**src/logic/rcd_pkg.sv**
```systemverilog
// Package of the reference clock divider: control register layout,
// reset values, shaping modes and the divider period decode.
// Assumes a single 125 MHz system clock drives every user of it.
package rcd_pkg;

  //////////////////////////////////////////////////////////////////////////////
  // Register map and reset values
  localparam logic [3:0] RCD_CTRL_ADDR = 4'h0;
  localparam logic [3:0] RCD_STAT_ADDR = 4'h1;
  localparam logic [7:0] RCD_CTRL_RESET = 8'h30;
  localparam logic [7:0] RCD_RDATA_IDLE = 8'h00;

  // Control field positions, bit 7 down to bit 0
  localparam int RCD_EN_BIT = 7;
  localparam int RCD_OE_BIT = 6;
  localparam int RCD_SLEW_BIT = 5;
  localparam int RCD_DUTY_LO = 3;
  localparam int RCD_DIV_LO = 0;

  // Status field positions
  localparam int RCD_ST_RUN_BIT = 0;
  localparam int RCD_ST_REF_BIT = 1;
  localparam int RCD_ST_QTR_BIT = 2;
  localparam int RCD_ST_OSC_BIT = 3;

  //////////////////////////////////////////////////////////////////////////////
  // Field encodings
  localparam logic [1:0] RCD_DUTY_0 = 2'h0;
  localparam logic [1:0] RCD_DUTY_25 = 2'h1;
  localparam logic [1:0] RCD_DUTY_50 = 2'h2;
  localparam logic [1:0] RCD_DUTY_75 = 2'h3;
  localparam logic [2:0] RCD_DIV_BASE = 3'h0;
  localparam logic [2:0] RCD_DIV_2 = 3'h1;

  // Divider counter width, and divider and quarter-rate counter reset values
  localparam int RCD_CNT_W = 7;
  localparam logic [6:0] RCD_CNT_RESET = 7'h00;
  localparam logic [1:0] RCD_QTR_RESET = 2'h0;

  //////////////////////////////////////////////////////////////////////////////
  // Types
  typedef struct packed {
    logic enable;
    logic pin_oe;
    logic slew;
    logic [1:0] duty;
    logic [2:0] div;
  } rcd_ctrl_t;

  // How the pad combines a level with the raw source clock
  typedef enum logic [1:0] {
    RCD_GATE_LEVEL,
    RCD_GATE_AND_SRC,
    RCD_GATE_OR_SRC
  } rcd_gate_t;

  typedef struct packed {
    logic level;
    rcd_gate_t gate;
  } rcd_clk_t;

  localparam rcd_clk_t RCD_CLK_LOW = '{level: 1'b0, gate: RCD_GATE_LEVEL};

  // Divider period in system clock cycles: 1, 2, 4 .. 128
  function automatic logic [7:0] rcd_period(input logic [2:0] div);
    rcd_period = 8'h01 << div;
  endfunction

endpackage

```
**src/logic/rcd_divider.sv**
```systemverilog
// Divider counter of the reference clock: counts 0 .. period-1.
// Assumes restart and run come from logic on the same clock.
`timescale 1ns/1ps
module rcd_divider (
  input wire logic clk,
  input wire logic rst_b,
  input wire logic restart,
  input wire logic run,
  input wire logic [2:0] div,
  output logic [rcd_pkg::RCD_CNT_W-1:0] cnt_q
);

  logic [7:0] last;

  // Last count of the selected period
  assign last = rcd_pkg::rcd_period(div) - 8'h01;

  //////////////////////////////////////////////////////////////////////////////
  // Counter; holding while not running freezes phase through Sleep
  always_ff @(posedge clk) begin
    if (!rst_b || restart) begin
      cnt_q <= rcd_pkg::RCD_CNT_RESET;
    end else if (run) begin
      if ({1'b0, cnt_q} >= last) begin
        cnt_q <= rcd_pkg::RCD_CNT_RESET;
      end else begin
        cnt_q <= cnt_q + 7'h01;
      end
    end
  end

endmodule

```
**src/logic/rcd_duty_shaper.sv**
```systemverilog
// Duty shaper: turns the divider count into a level plus pad gating.
// Assumes the count never exceeds the period of the selected divider.
`timescale 1ns/1ps
module rcd_duty_shaper (
  input wire logic [2:0] div,
  input wire logic [1:0] duty,
  input wire logic [rcd_pkg::RCD_CNT_W-1:0] cnt,
  output rcd_pkg::rcd_clk_t shape
);

  logic [7:0] quarter;
  logic [7:0] thr;

  // High time in cycles for dividers of four and up
  assign quarter = rcd_pkg::rcd_period(div) >> 2;
  assign thr = quarter * {6'h00, duty};

  //////////////////////////////////////////////////////////////////////////////
  // Shape selection; sub-cycle duties borrow the source clock phase
  always_comb begin
    shape = rcd_pkg::RCD_CLK_LOW;
    if (duty == rcd_pkg::RCD_DUTY_0) begin
      shape = rcd_pkg::RCD_CLK_LOW;
    end else if (div == rcd_pkg::RCD_DIV_BASE) begin
      // Pad passes the source clock, so its own duty shows
      shape.level = 1'b1;
      shape.gate = rcd_pkg::RCD_GATE_AND_SRC;
    end else if (div == rcd_pkg::RCD_DIV_2) begin
      // Quarter steps need the falling edge: accuracy follows the source
      shape.level = (cnt == rcd_pkg::RCD_CNT_RESET);
      case (duty)
        rcd_pkg::RCD_DUTY_25: shape.gate = rcd_pkg::RCD_GATE_AND_SRC;
        rcd_pkg::RCD_DUTY_75: shape.gate = rcd_pkg::RCD_GATE_OR_SRC;
        default: shape.gate = rcd_pkg::RCD_GATE_LEVEL;
      endcase
    end else begin
      shape.level = ({1'b0, cnt} < thr);
    end
  end

endmodule

```
**src/logic/rcd_top.sv**
```systemverilog
// Reference clock divider: control register, divider, duty shaper,
// and the shared output pin with its oscillator and quarter-clock claims.
// Assumes one 125 MHz system clock; configuration and sleep inputs come
// from logic on that clock, so none of them is synchronised here.
`timescale 1ns/1ps

// How it works
// - Reference clock comes only from system clock
// - Generator runs only while enable bit set
// - Pin driven only while pin output enabled or quarter clock claims it
// - Divider code selects divide by 1 to 128
// - Duty code gives 75, 50, 25, 0 percent
// - Undivided follows source duty, except zero percent
// - Divide-by-two quarter duties use both edges
// - Slew limit output follows its bit, resets set
// - Reset disables generator, restores register defaults
// - Crystal modes claim pin, block reference output
// - Quarter-rate clock out overrides reference clock
// - Reference pin needs clock-out config bit one
// - Modulator still gets clock when pin blocked
// - Sleep freezes generator and holds outputs
module rcd_top (
  input wire logic clk,
  input wire logic rst_b,
  input wire logic [3:0] reg_addr,
  input wire logic [7:0] reg_wdata,
  input wire logic reg_wr,
  input wire logic reg_rd,
  output logic [7:0] reg_rdata,
  input wire logic sleep,
  input wire logic low_power_crystal_mode,
  input wire logic crystal_mode,
  input wire logic high_speed_crystal_mode,
  input wire logic quarter_clock_out_enable_b,
  output logic refclk_out_pin,
  output rcd_pkg::rcd_gate_t refclk_out_pin_gate,
  output logic refclk_out_pin_oe,
  output logic refclk_pin_slew_limit,
  output logic osc_pin_input_select,
  output rcd_pkg::rcd_clk_t modulator_clk
);

  //////////////////////////////////////////////////////////////////////////////
  // Declarations
  rcd_pkg::rcd_ctrl_t ctrl_q;
  logic [2:0] div_prev_q;
  logic en_prev_q;
  logic [1:0] qtr_cnt_q;
  logic [7:0] rdata_q;
  logic refclk_out_pin_q;
  rcd_pkg::rcd_gate_t pin_gate_q;
  logic pin_oe_q;
  logic slew_q;
  logic osc_sel_q;
  rcd_pkg::rcd_clk_t mod_clk_q;
  logic [rcd_pkg::RCD_CNT_W-1:0] cnt;
  rcd_pkg::rcd_clk_t shape;
  rcd_pkg::rcd_clk_t gen_d;
  logic osc_claim;
  logic qtr_claim;
  logic restart;
  logic run;
  logic qtr_level;
  logic [7:0] status;

  //////////////////////////////////////////////////////////////////////////////
  // Control register; any reset brings back the defaults
  always_ff @(posedge clk) begin
    if (!rst_b) begin
      ctrl_q <= rcd_pkg::RCD_CTRL_RESET;
    end else if (reg_wr && reg_addr == rcd_pkg::RCD_CTRL_ADDR) begin
      ctrl_q <= reg_wdata;
    end
  end

  // Read data stands for exactly the cycle after the strobe
  always_ff @(posedge clk) begin
    if (!rst_b) begin
      rdata_q <= rcd_pkg::RCD_RDATA_IDLE;
    end else if (reg_rd) begin
      case (reg_addr)
        rcd_pkg::RCD_CTRL_ADDR: rdata_q <= ctrl_q;
        rcd_pkg::RCD_STAT_ADDR: rdata_q <= status;
        default: rdata_q <= rcd_pkg::RCD_RDATA_IDLE;
      endcase
    end else begin
      rdata_q <= rcd_pkg::RCD_RDATA_IDLE;
    end
  end

  // Status built from the enable bit and output flops plus the live sleep input and quarter-clock claim
  always_comb begin
    status = 8'h00;
    status[rcd_pkg::RCD_ST_RUN_BIT] = ctrl_q.enable && !sleep;
    status[rcd_pkg::RCD_ST_REF_BIT] = pin_oe_q && !qtr_claim;
    status[rcd_pkg::RCD_ST_QTR_BIT] = pin_oe_q && qtr_claim;
    status[rcd_pkg::RCD_ST_OSC_BIT] = osc_sel_q;
  end

  //////////////////////////////////////////////////////////////////////////////
  // Pin claims from the configuration word
  assign osc_claim = low_power_crystal_mode || crystal_mode || high_speed_crystal_mode;
  assign qtr_claim = !quarter_clock_out_enable_b;

  // Generator runs from the system clock only, and stops in Sleep
  assign run = ctrl_q.enable && !sleep;

  // Fresh period whenever enabled or the ratio moves
  assign restart = !ctrl_q.enable || !en_prev_q || (ctrl_q.div != div_prev_q);

  always_ff @(posedge clk) begin
    if (!rst_b) begin
      div_prev_q <= rcd_pkg::RCD_CTRL_RESET[2:0];
      en_prev_q <= 1'b0;
    end else if (!sleep) begin
      div_prev_q <= ctrl_q.div;
      en_prev_q <= ctrl_q.enable;
    end
  end

  //////////////////////////////////////////////////////////////////////////////
  // Divider and shaper
  rcd_divider u_divider (
    .clk(clk),
    .rst_b(rst_b),
    .restart(restart),
    .run(run),
    .div(ctrl_q.div),
    .cnt_q(cnt)
  );

  rcd_duty_shaper u_shaper (
    .div(ctrl_q.div),
    .duty(ctrl_q.duty),
    .cnt(cnt),
    .shape(shape)
  );

  // Held low while disabled; follows the count in the same cycle
  assign gen_d = ctrl_q.enable ? shape : rcd_pkg::RCD_CLK_LOW;

  // Modulator feed ignores every pin conflict
  always_ff @(posedge clk) begin
    if (!rst_b) begin
      mod_clk_q <= rcd_pkg::RCD_CLK_LOW;
    end else if (!sleep) begin
      mod_clk_q <= gen_d;
    end
  end

  //////////////////////////////////////////////////////////////////////////////
  // Quarter-rate clock, high for two of four cycles
  always_ff @(posedge clk) begin
    if (!rst_b) begin
      qtr_cnt_q <= rcd_pkg::RCD_QTR_RESET;
    end else if (!sleep) begin
      qtr_cnt_q <= qtr_cnt_q + 2'h1;
    end
  end

  assign qtr_level = !qtr_cnt_q[1];

  //////////////////////////////////////////////////////////////////////////////
  // Shared pin: oscillator first, then quarter clock, then reference
  always_ff @(posedge clk) begin
    if (!rst_b) begin
      refclk_out_pin_q <= 1'b0;
      pin_gate_q <= rcd_pkg::RCD_GATE_LEVEL;
      pin_oe_q <= 1'b0;
      osc_sel_q <= 1'b0;
    end else if (!sleep) begin
      osc_sel_q <= osc_claim;
      if (osc_claim) begin
        refclk_out_pin_q <= 1'b0;
        pin_gate_q <= rcd_pkg::RCD_GATE_LEVEL;
        pin_oe_q <= 1'b0;
      end else if (qtr_claim) begin
        refclk_out_pin_q <= qtr_level;
        pin_gate_q <= rcd_pkg::RCD_GATE_LEVEL;
        pin_oe_q <= 1'b1;
      end else if (ctrl_q.enable && ctrl_q.pin_oe) begin
        refclk_out_pin_q <= gen_d.level;
        pin_gate_q <= gen_d.gate;
        pin_oe_q <= 1'b1;
      end else begin
        refclk_out_pin_q <= 1'b0;
        pin_gate_q <= rcd_pkg::RCD_GATE_LEVEL;
        pin_oe_q <= 1'b0;
      end
    end
  end

  // Slew limiting is harmless on a quiet pin, so it simply tracks its bit
  always_ff @(posedge clk) begin
    if (!rst_b) begin
      slew_q <= rcd_pkg::RCD_CTRL_RESET[rcd_pkg::RCD_SLEW_BIT];
    end else if (!sleep) begin
      slew_q <= ctrl_q.slew;
    end
  end

  //////////////////////////////////////////////////////////////////////////////
  // Outputs, all straight from flops
  assign reg_rdata = rdata_q;
  assign refclk_out_pin = refclk_out_pin_q;
  assign refclk_out_pin_gate = pin_gate_q;
  assign refclk_out_pin_oe = pin_oe_q;
  assign refclk_pin_slew_limit = slew_q;
  assign osc_pin_input_select = osc_sel_q;
  assign modulator_clk = mod_clk_q;

  //////////////////////////////////////////////////////////////////////////////
  // Checks
  property p_off_low;
    @(posedge clk) disable iff (!rst_b)
    (!ctrl_q.enable && !sleep) |=> !mod_clk_q.level;
  endproperty
  a_off_low: assert property (p_off_low) else $error("generator active while disabled");

  property p_pin_off;
    @(posedge clk) disable iff (!rst_b)
    (!ctrl_q.pin_oe && !qtr_claim && !sleep) |=> !pin_oe_q;
  endproperty
  a_pin_off: assert property (p_pin_off) else $error("pin driven without output enable");

  property p_cnt_range;
    @(posedge clk) disable iff (!rst_b)
    ({1'b0, cnt} < rcd_pkg::rcd_period(ctrl_q.div)) || restart;
  endproperty
  a_cnt_range: assert property (p_cnt_range) else $error("divider count beyond period");

  property p_div4_cycle;
    @(posedge clk) disable iff (!rst_b)
    (ctrl_q.div == 3'h2 && ctrl_q.duty == rcd_pkg::RCD_DUTY_50 && !restart && !sleep
      && cnt == rcd_pkg::RCD_CNT_RESET)
    ##1 (ctrl_q.div == 3'h2 && ctrl_q.duty == rcd_pkg::RCD_DUTY_50 && !sleep && !restart)[*3]
    |-> !mod_clk_q.level ##1 !mod_clk_q.level ##1 mod_clk_q.level;
  endproperty
  a_div4_cycle: assert property (p_div4_cycle) else $error("divide by four half duty wrong");

  property p_zero_duty;
    @(posedge clk) disable iff (!rst_b)
    (ctrl_q.duty == rcd_pkg::RCD_DUTY_0 && !sleep) |=> !mod_clk_q.level;
  endproperty
  a_zero_duty: assert property (p_zero_duty) else $error("zero duty not held low");

  property p_base_follow;
    @(posedge clk) disable iff (!rst_b)
    (ctrl_q.enable && ctrl_q.div == rcd_pkg::RCD_DIV_BASE && ctrl_q.duty != rcd_pkg::RCD_DUTY_0 && !sleep)
    |=> mod_clk_q.level && mod_clk_q.gate == rcd_pkg::RCD_GATE_AND_SRC;
  endproperty
  a_base_follow: assert property (p_base_follow) else $error("undivided clock not passed");

  property p_div2_edges;
    @(posedge clk) disable iff (!rst_b)
    (ctrl_q.enable && ctrl_q.div == rcd_pkg::RCD_DIV_2 && ctrl_q.duty == rcd_pkg::RCD_DUTY_75 && !sleep)
    |=> mod_clk_q.gate == rcd_pkg::RCD_GATE_OR_SRC;
  endproperty
  a_div2_edges: assert property (p_div2_edges) else $error("three quarter duty gating wrong");

  property p_slew;
    @(posedge clk) disable iff (!rst_b)
    !sleep |=> slew_q == $past(ctrl_q.slew);
  endproperty
  a_slew: assert property (p_slew) else $error("slew limit not following bit");

  property p_reset;
    @(posedge clk)
    !rst_b |=> ctrl_q == rcd_pkg::RCD_CTRL_RESET && !mod_clk_q.level && !pin_oe_q;
  endproperty
  a_reset: assert property (p_reset) else $error("reset did not restore defaults");

  property p_osc_block;
    @(posedge clk) disable iff (!rst_b)
    (osc_claim && !sleep) |=> !pin_oe_q && osc_sel_q;
  endproperty
  a_osc_block: assert property (p_osc_block) else $error("pin not yielded to oscillator");

  property p_qtr_wins;
    @(posedge clk) disable iff (!rst_b)
    (qtr_claim && !osc_claim && !sleep) |=> pin_oe_q && refclk_out_pin_q == $past(qtr_level);
  endproperty
  a_qtr_wins: assert property (p_qtr_wins) else $error("quarter clock not on pin");

  property p_mod_blocked;
    @(posedge clk) disable iff (!rst_b)
    (osc_claim && run && ctrl_q.div == rcd_pkg::RCD_DIV_BASE && ctrl_q.duty != rcd_pkg::RCD_DUTY_0)
    |=> mod_clk_q.level && !pin_oe_q;
  endproperty
  a_mod_blocked: assert property (p_mod_blocked) else $error("modulator lost clock on conflict");

  property p_sleep_hold;
    @(posedge clk) disable iff (!rst_b)
    sleep |=> $stable(mod_clk_q) && $stable(refclk_out_pin_q) && $stable(cnt);
  endproperty
  a_sleep_hold: assert property (p_sleep_hold) else $error("outputs moved during sleep");

  property p_restart;
    @(posedge clk) disable iff (!rst_b)
    restart |=> cnt == rcd_pkg::RCD_CNT_RESET;
  endproperty
  a_restart: assert property (p_restart) else $error("divider did not restart");

endmodule
```
**config.mk**
```make
export PLATFORM = sky130hd
export DESIGN_NAME = rcd_top
export DESIGN_NICKNAME = d
export VERILOG_FILES = /design/src/logic/rcd_pkg.sv /design/src/logic/rcd_divider.sv /design/src/logic/rcd_duty_shaper.sv /design/src/logic/rcd_top.sv
export SDC_FILE = /design/constraint.sdc
export NUM_CORES = 1
export LEC_CHECK = 0
export ABC_AREA = 1
export BUFFER_PORTS_ARGS = -buffer_cell sky130_fd_sc_hd__buf_2
export CORE_ASPECT_RATIO = 1.5
export CORE_UTILIZATION = 60
export CTS_CLUSTER_SIZE = 16
export DETAILED_ROUTE_END_ITERATION = 16
export PLACE_DENSITY_LB_ADDON = 0.15
export SLEW_MARGIN = 25
export SYNTH_ARGS = -nofsm -noshare
export SYNTH_HDL_FRONTEND = slang
export SYNTH_SLANG_ARGS = --single-unit
```
**constraint.sdc**
```tcl
create_clock -name clk -period 3.5 [get_ports clk]
set_input_delay 0.7 -clock clk [delete_from_list [all_inputs] [get_ports clk]]
set_output_delay 0.7 -clock clk [all_outputs]
set_load 0.03 [all_outputs]
```
==> run metrics, run 1 <==
outcome=finished, final reports clean; FF-to-FF End=refclk_out_pin; Worst Path Required=3.72 ns; final WL=4912 µm; leakage=1.181 nW; Peak VDD IR=0.3090 mV; row count=26; layout cell share with drive strength beyond 1=18.52%; Initial Util=63.44%; total power draw=0.8710 mW; Final Cycle Share=81.40%; fillcell total=291; Max Fclk=351.0 MHz; largest net degree at the start of global routing=17; Slew Limit Headroom=61.02%; first-pass GRT wire length=7734 µm; CTS Root Cell=clkbuf_8; r2r setup slk=0.65 ns; final setup fails=0; Synth Warn #=0; largest area contributor in the netlist=dfxtp_1; sequential area share after synthesis=35.10%; DR vias/cell=5.456; Hold Violations, Final=0; diode count=0; FF-to-FF path depth=16; worst hold path startpoint=qtr_cnt_q[0]; Syn Nets=328; most common cell after layout, fill and taps aside=nand2_1; routed length per instance=13.42 µm; synthesized area per cell=7.577 µm²; most frequent cells in the layout=nand2_1 (51), dfxtp_1 (38), buf_2 (37), a21oi_1 (35), nor2_1 (29); core area=0.003416 mm²; crit path max fanout=9; RR Startpoint=ctrl_q[0]; total track usage=27.66%; Nets=365; Worst-path clk slew=0.07 ns; number of H-tree levels=2; Area Growth Syn to Fin=13.74%; hold endpoint=qtr_cnt_q[0]; Post-DP Area=0.002355 mm²; post-synth top area share=35.10%; initial antenna violation count=0; WHS Path Cells=1; I/O pin cnt=38; CP Capture Type=register; Post-DP HPWL=3804 µm; Final Util=72.16%; max-cap violations=0; Crit Path Class=reg -> reg; Overflow after GRT=0; worst hold slack=0.4686 ns; Initial DRC Count=60; Register Area=760.7 µm²; multi-input combinational cell area=0.001229 mm²; Buffers on Ports=37; 1st-pass router iterations=4; RD Place Congestion=0.8600; Num CTS Buffers=5; Final min period=2.849 ns; Bufs on Longest Clock Path=2; via count=1997; TritonCTS clock tree=built; post-route ant nets=0; Post-Syn Area=0.002167 mm²; synth top area cells=dfxtp_1 (35%), ha_1 (12%), nand2_1 (8.8%); CP arrival=3.07 ns; post-CTS sizing=0; design area=0.002465 mm²; RSZ-0062 raised after global routing=no; die area=0.003861 mm²; Pwr Density=353.3 mW/mm²; number of global-route vias before repair=1694; Pins Over Slew Limit=0; Netlist cell types=38; clk_lat worst skew=0.29 ns; Die Ht=75.61 µm; Clock Sink Count=38; postcts setup bufs=0; Worst Setup Start Kind=register; chip width=51.07 µm; clk_skew=0.005526 ns; measured slew at the worst slew-check pin=0.5794 ns; worst min path class=reg -> reg; Yosys reg bits=38; quantity of hold-fixing buffers added after cts=0; TNS Setup=0 ns; Residual DRC=0; Post-Synthesis Cells=286
[synth_stat cells (all sizes together)]
library cell and n:
or3 1, o211ai 1, buf 4, clkinv 2, a21o 1, nand2 54, nor3 4, nor3b 1
or2 1, nor2 31, a22oi 1, clkbuf 3, fa 1, o21bai 1, dfxtp 38, a21oi 36
and3 1, nand4 2, nand3 19, xnor2 3, xor2 6, ha 20, o21ai 18, nor4 5
inv 31, nand3b 1
[sequential cells by signal, indices dropped and copies added, names as in the netlist, 2 cells and up]
name,flops
reg_rdata,8
modulator_clk,3
div_prev_q,3
qtr_cnt_q,2
u_divider.cnt_q,7
ctrl_q,8
refclk_out_pin_gate,2
[worst max-delay path, cell delays in order, from the launching register on]
cell	delay, ns
dfxtp_1	0.59
inv_4	0.12
nand3_1	0.13
nor2_1	0.05
ha_1	0.23
fa_1	0.42
nand3_1	0.09
nand3_1	0.10
xnor2_1	0.19
ha_1	0.27
a21oi_1	0.13
nor2_1	0.06
nor2_1	0.08
nand2_1	0.09
nand3_1	0.08
nand2_1	0.06
a21oi_2	0.11
[logic make-up (layout without fill, tap and decap cells)]
family / Yosys count / after routing / synth area share, %
adders and majority gates: 21 / 21 / 12.47
AOI/OAI and AO/OA: 58 / 58 / 14.03
buffers and inverters: 40 / 78 / 8.198
xor gates and xnor gates: 9 / 9 / 3.638
and+or+nand+nor: 120 / 120 / 26.56
DFF: 38 / 38 / 35.10
[cell type report]
cell class              instances  share of cell area, %
repair buffers                 37                  7.513
multi-input cells             208                  49.85
well taps                      42                  2.132
flip-flops and latches         38                  30.86
clock buffers                   8                  4.467
inverters                      33                  5.178
[report_power, final]
group / switching (mW) / internal [mW] / total [mW]
Combinational: 0.0458 / 0.0259 / 0.0717
Sequential: 0.00782 / 0.441 / 0.449
Clock: 0.151 / 0.199 / 0.350
Total: 0.205 / 0.666 / 0.871
[worst max-delay path by stage]
| stage | startpoint | to | slack (ns) | cells past startpoint |
|---|---|---|---|---|
| floorplan | ctrl_q[0] | refclk_out_pin | 1.12 | 17 |
| global placement | ctrl_q[2] | refclk_out_pin | 0.71 | 16 |
| detailed placement | ctrl_q[2] | refclk_out_pin | 0.65 | 16 |
| CTS | ctrl_q[0] | refclk_out_pin | 0.64 | 16 |
| global route | ctrl_q[2] | refclk_out_pin | 0.40 | 16 |
| finish | ctrl_q[0] | refclk_out_pin | 0.65 | 16 |
[per-stage QoR]
stage	cells	setup WS, ns
final	366	0.6509
after global routing	366	0.3992
after CTS	366	0.6381
after detailed placement	358	0.6527
after global placement	358	0.7081
after floorplan	286	1.119
[per-layer routing]
metal  up-vias  track usage (%)  wire, µm
met1       919            30.41      1995
met2        53            51.02      2661
met3         8            4.192       153
met5         -                0         0
met4         0            13.89       102
li1       1017                -         -
No activity file was read; power rests on OpenSTA's default activity.
==> inputs of run 2 (changes only) <==
CORE_UTILIZATION = 56   (was 60)
clock period = 2.8 ns   (was 3.5 ns; I/O delays follow)
==> run 2 against run 1 <==
Net effect: combinational power increased by 28%; clock power rose by 31%; die area is 6.9% higher; sequential share of layout area is 0.48 points lower; routed wire length decreased by 1.5%; critical path depth stayed put; global-route usage decreased by 1.1 points; highest routed layer unchanged.
==> run metrics, run 2 (synthesized netlist as in run 1, its figures left out) <==
outcome=finished, final reports clean (unchanged); Crit Path Class=reg -> reg (unchanged); RD Place Congestion=0.8473 (was 0.8600); TNS Setup=0 ns (unchanged); first-pass GRT wire length=8162 µm (was 7734 µm); delay-heaviest family, CP=adder cells (unchanged); Worst-path clk slew=0.08 ns (was 0.07 ns); Max Fclk=394.9 MHz (was 351.0 MHz); RSZ-0062 raised after global routing=no (unchanged); post-route ant nets=0 (unchanged); worst path cell trace=buf_4 -> nand3_1 -> nor2_1 -> ha_2 -> fa_2 -> nand3_1 -> nand3_2 -> xnor2_2 -> ha_1 -> a21oi_1 -> nor2_1 -> nor2_1 -> nand2_1 -> nand3_1 -> nand2_1 -> a21oi_2 (was inv_4 -> nand3_1 -> nor2_1 -> ha_1 -> fa_1 -> nand3_1 -> nand3_1 -> xnor2_1 -> ha_1 -> a21oi_1 -> nor2_1 -> nor2_1 -> nand2_1 -> nand3_1 -> nand2_1 -> a21oi_2); Area Growth Syn to Fin=16.28% (was 13.74%); routed length per instance=13.08 µm (was 13.42 µm); Hold Violations, Final=0 (unchanged); most frequent cells in the layout=nand2_1 (51), buf_2 (37), dfxtp_1 (36), a21oi_1 (35), inv_1 (28) (was nand2_1 (51), dfxtp_1 (38), buf_2 (37), a21oi_1 (35), nor2_1 (29)); Worst Path Required=3.03 ns (was 3.72 ns); Clock Sink Count=38 (unchanged); Die Ht=78.19 µm (was 75.61 µm); total power draw=1.109 mW (was 0.8710 mW); Overflow after GRT=0 (unchanged); FF-to-FF path depth=16 (unchanged); TritonCTS clock tree=built (unchanged); chip width=52.79 µm (was 51.07 µm); CP arrival=2.76 ns (was 3.07 ns); DR vias/cell=5.289 (was 5.456); quantity of hold-fixing buffers added after cts=0 (unchanged); number of H-tree levels=2 (unchanged); fillcell total=332 (was 291); Initial Util=58.85% (was 63.44%); initial antenna violation count=0 (unchanged); Nets=368 (was 365); final WL=4839 µm (was 4912 µm); Buffers on Ports=37 (unchanged); Residual DRC=0 (unchanged); die area=0.004128 mm² (was 0.003861 mm²); CP Capture Type=register (unchanged); Buf+Inv Stages, Crit Path=1 (unchanged); Pwr Density=439.9 mW/mm² (was 353.3 mW/mm²); Initial DRC Count=46 (was 60); CTS Root Cell=clkbuf_8 (unchanged); final setup fails=0 (unchanged); diode count=0 (unchanged); largest net degree at the start of global routing=17 (unchanged); number of global-route vias before repair=1904 (was 1694); worst min path class=reg -> reg (unchanged); Bufs on Longest Clock Path=2 (unchanged); 1st-pass router iterations=4 (unchanged); leakage=1.201 nW (was 1.181 nW); max-cap violations=0 (unchanged); Critical Path Stages=16 (unchanged); Final Cycle Share=90.45% (was 81.40%); layout cell share with drive strength beyond 1=22.02% (was 18.52%); row count=27 (was 26); I/O pin cnt=38 (unchanged); Num CTS Buffers=5 (unchanged); total track usage=26.58% (was 27.66%); slowest stage cell, crit path=dfxtp_4 (was dfxtp_1); multi-input combinational cell area=0.001256 mm² (was 0.001229 mm²); critical path's largest stage delay=0.37 ns (was 0.59 ns); WHS Path Cells=1 (unchanged); clk_skew=0.004944 ns (was 0.005526 ns); clk_lat worst skew=0.29 ns (about the same); Worst Setup Start Kind=register (unchanged); via count=1957 (was 1997); Register Area=765.7 µm² (was 760.7 µm²); crit path max fanout=6 (was 9); Post-DP HPWL=3803 µm (was 3804 µm); most common cell after layout, fill and taps aside=nand2_1 (unchanged); core area=0.003682 mm² (was 0.003416 mm²); Final min period=2.533 ns (was 2.849 ns); measured slew at the worst slew-check pin=0.6028 ns (was 0.5794 ns); Pins Over Slew Limit=0 (unchanged); worst hold slack=0.4513 ns (was 0.4686 ns); Slew Limit Headroom=59.44% (was 61.02%); Peak VDD IR=0.5289 mV (was 0.3090 mV)
==> run 2: metrics by stage <==
step / cell area, µm² / std cells / setup WS, ns / utilization (%)
after CTS: 2487 / 370 / 0.1173 / 67.55
after detailed placement: 2379 / 362 / 0.1159 / 64.59
after floorplan: 2167 / 286 / 0.4186 / -
after global placement: 2379 / 362 / 0.1726 / 64.59
final: 2520 / 370 / 0.2675 / 68.43
after global routing: 2520 / 370 / 0.02935 / 68.43
==> run 2: area by class of cell <==
| class | count | share of cell area [%] |
|---|---|---|
| clock inverters | 3 | 1.589 |
| inverters | 33 | 5.065 |
| repair buffers | 40 | 8.242 |
| well taps | 43 | 2.135 |
| multi-input cells | 208 | 49.85 |
| clock buffers | 5 | 2.731 |
| flip-flops and latches | 38 | 30.39 |
==> run 2: final timing paths <==
check	from	to	slack, ns
max	ctrl_q[0]	refclk_out_pin	0.27
min	qtr_cnt_q[0]	qtr_cnt_q[0]	0.45
max reg2reg	ctrl_q[0]	refclk_out_pin	0.27
min reg2reg	qtr_cnt_q[0]	qtr_cnt_q[0]	0.45
==> run 2: what timing repair did <==
| item | in CTS | in global routing |
|---|---|---|
| resized for setup | 0 | 10 |
| setup endpoints to repair | 0 | 2 |
| buffers inserted | 0 | 0 |
==> run 2: where the power goes <==
group          total (mW)  switching, mW  internal (mW)
combinational      0.0915         0.0579         0.0336
clock               0.458          0.196          0.262
sequential          0.559        0.00803          0.551
==> run 2: worst register-to-register path, stage by stage, from the launching register on <==
cell     delay (ns)
dfxtp_4        0.37
buf_4          0.15
nand3_1        0.11
nor2_1         0.06
ha_2           0.19
fa_2           0.35
nand3_1        0.09
nand3_2        0.10
xnor2_2        0.15
ha_1           0.30
a21oi_1        0.13
nor2_1         0.06
nor2_1         0.08
nand2_1        0.09
nand3_1        0.08
nand2_1        0.07
a21oi_2        0.10
==> run 2: per-layer routing <==
metal  share of wire (%)  global-route usage (%)
met1                  41                   28.87
met2                  53                   48.23
met3                 3.1                   4.264
met4                 2.8                   11.58
met5                   0                       0
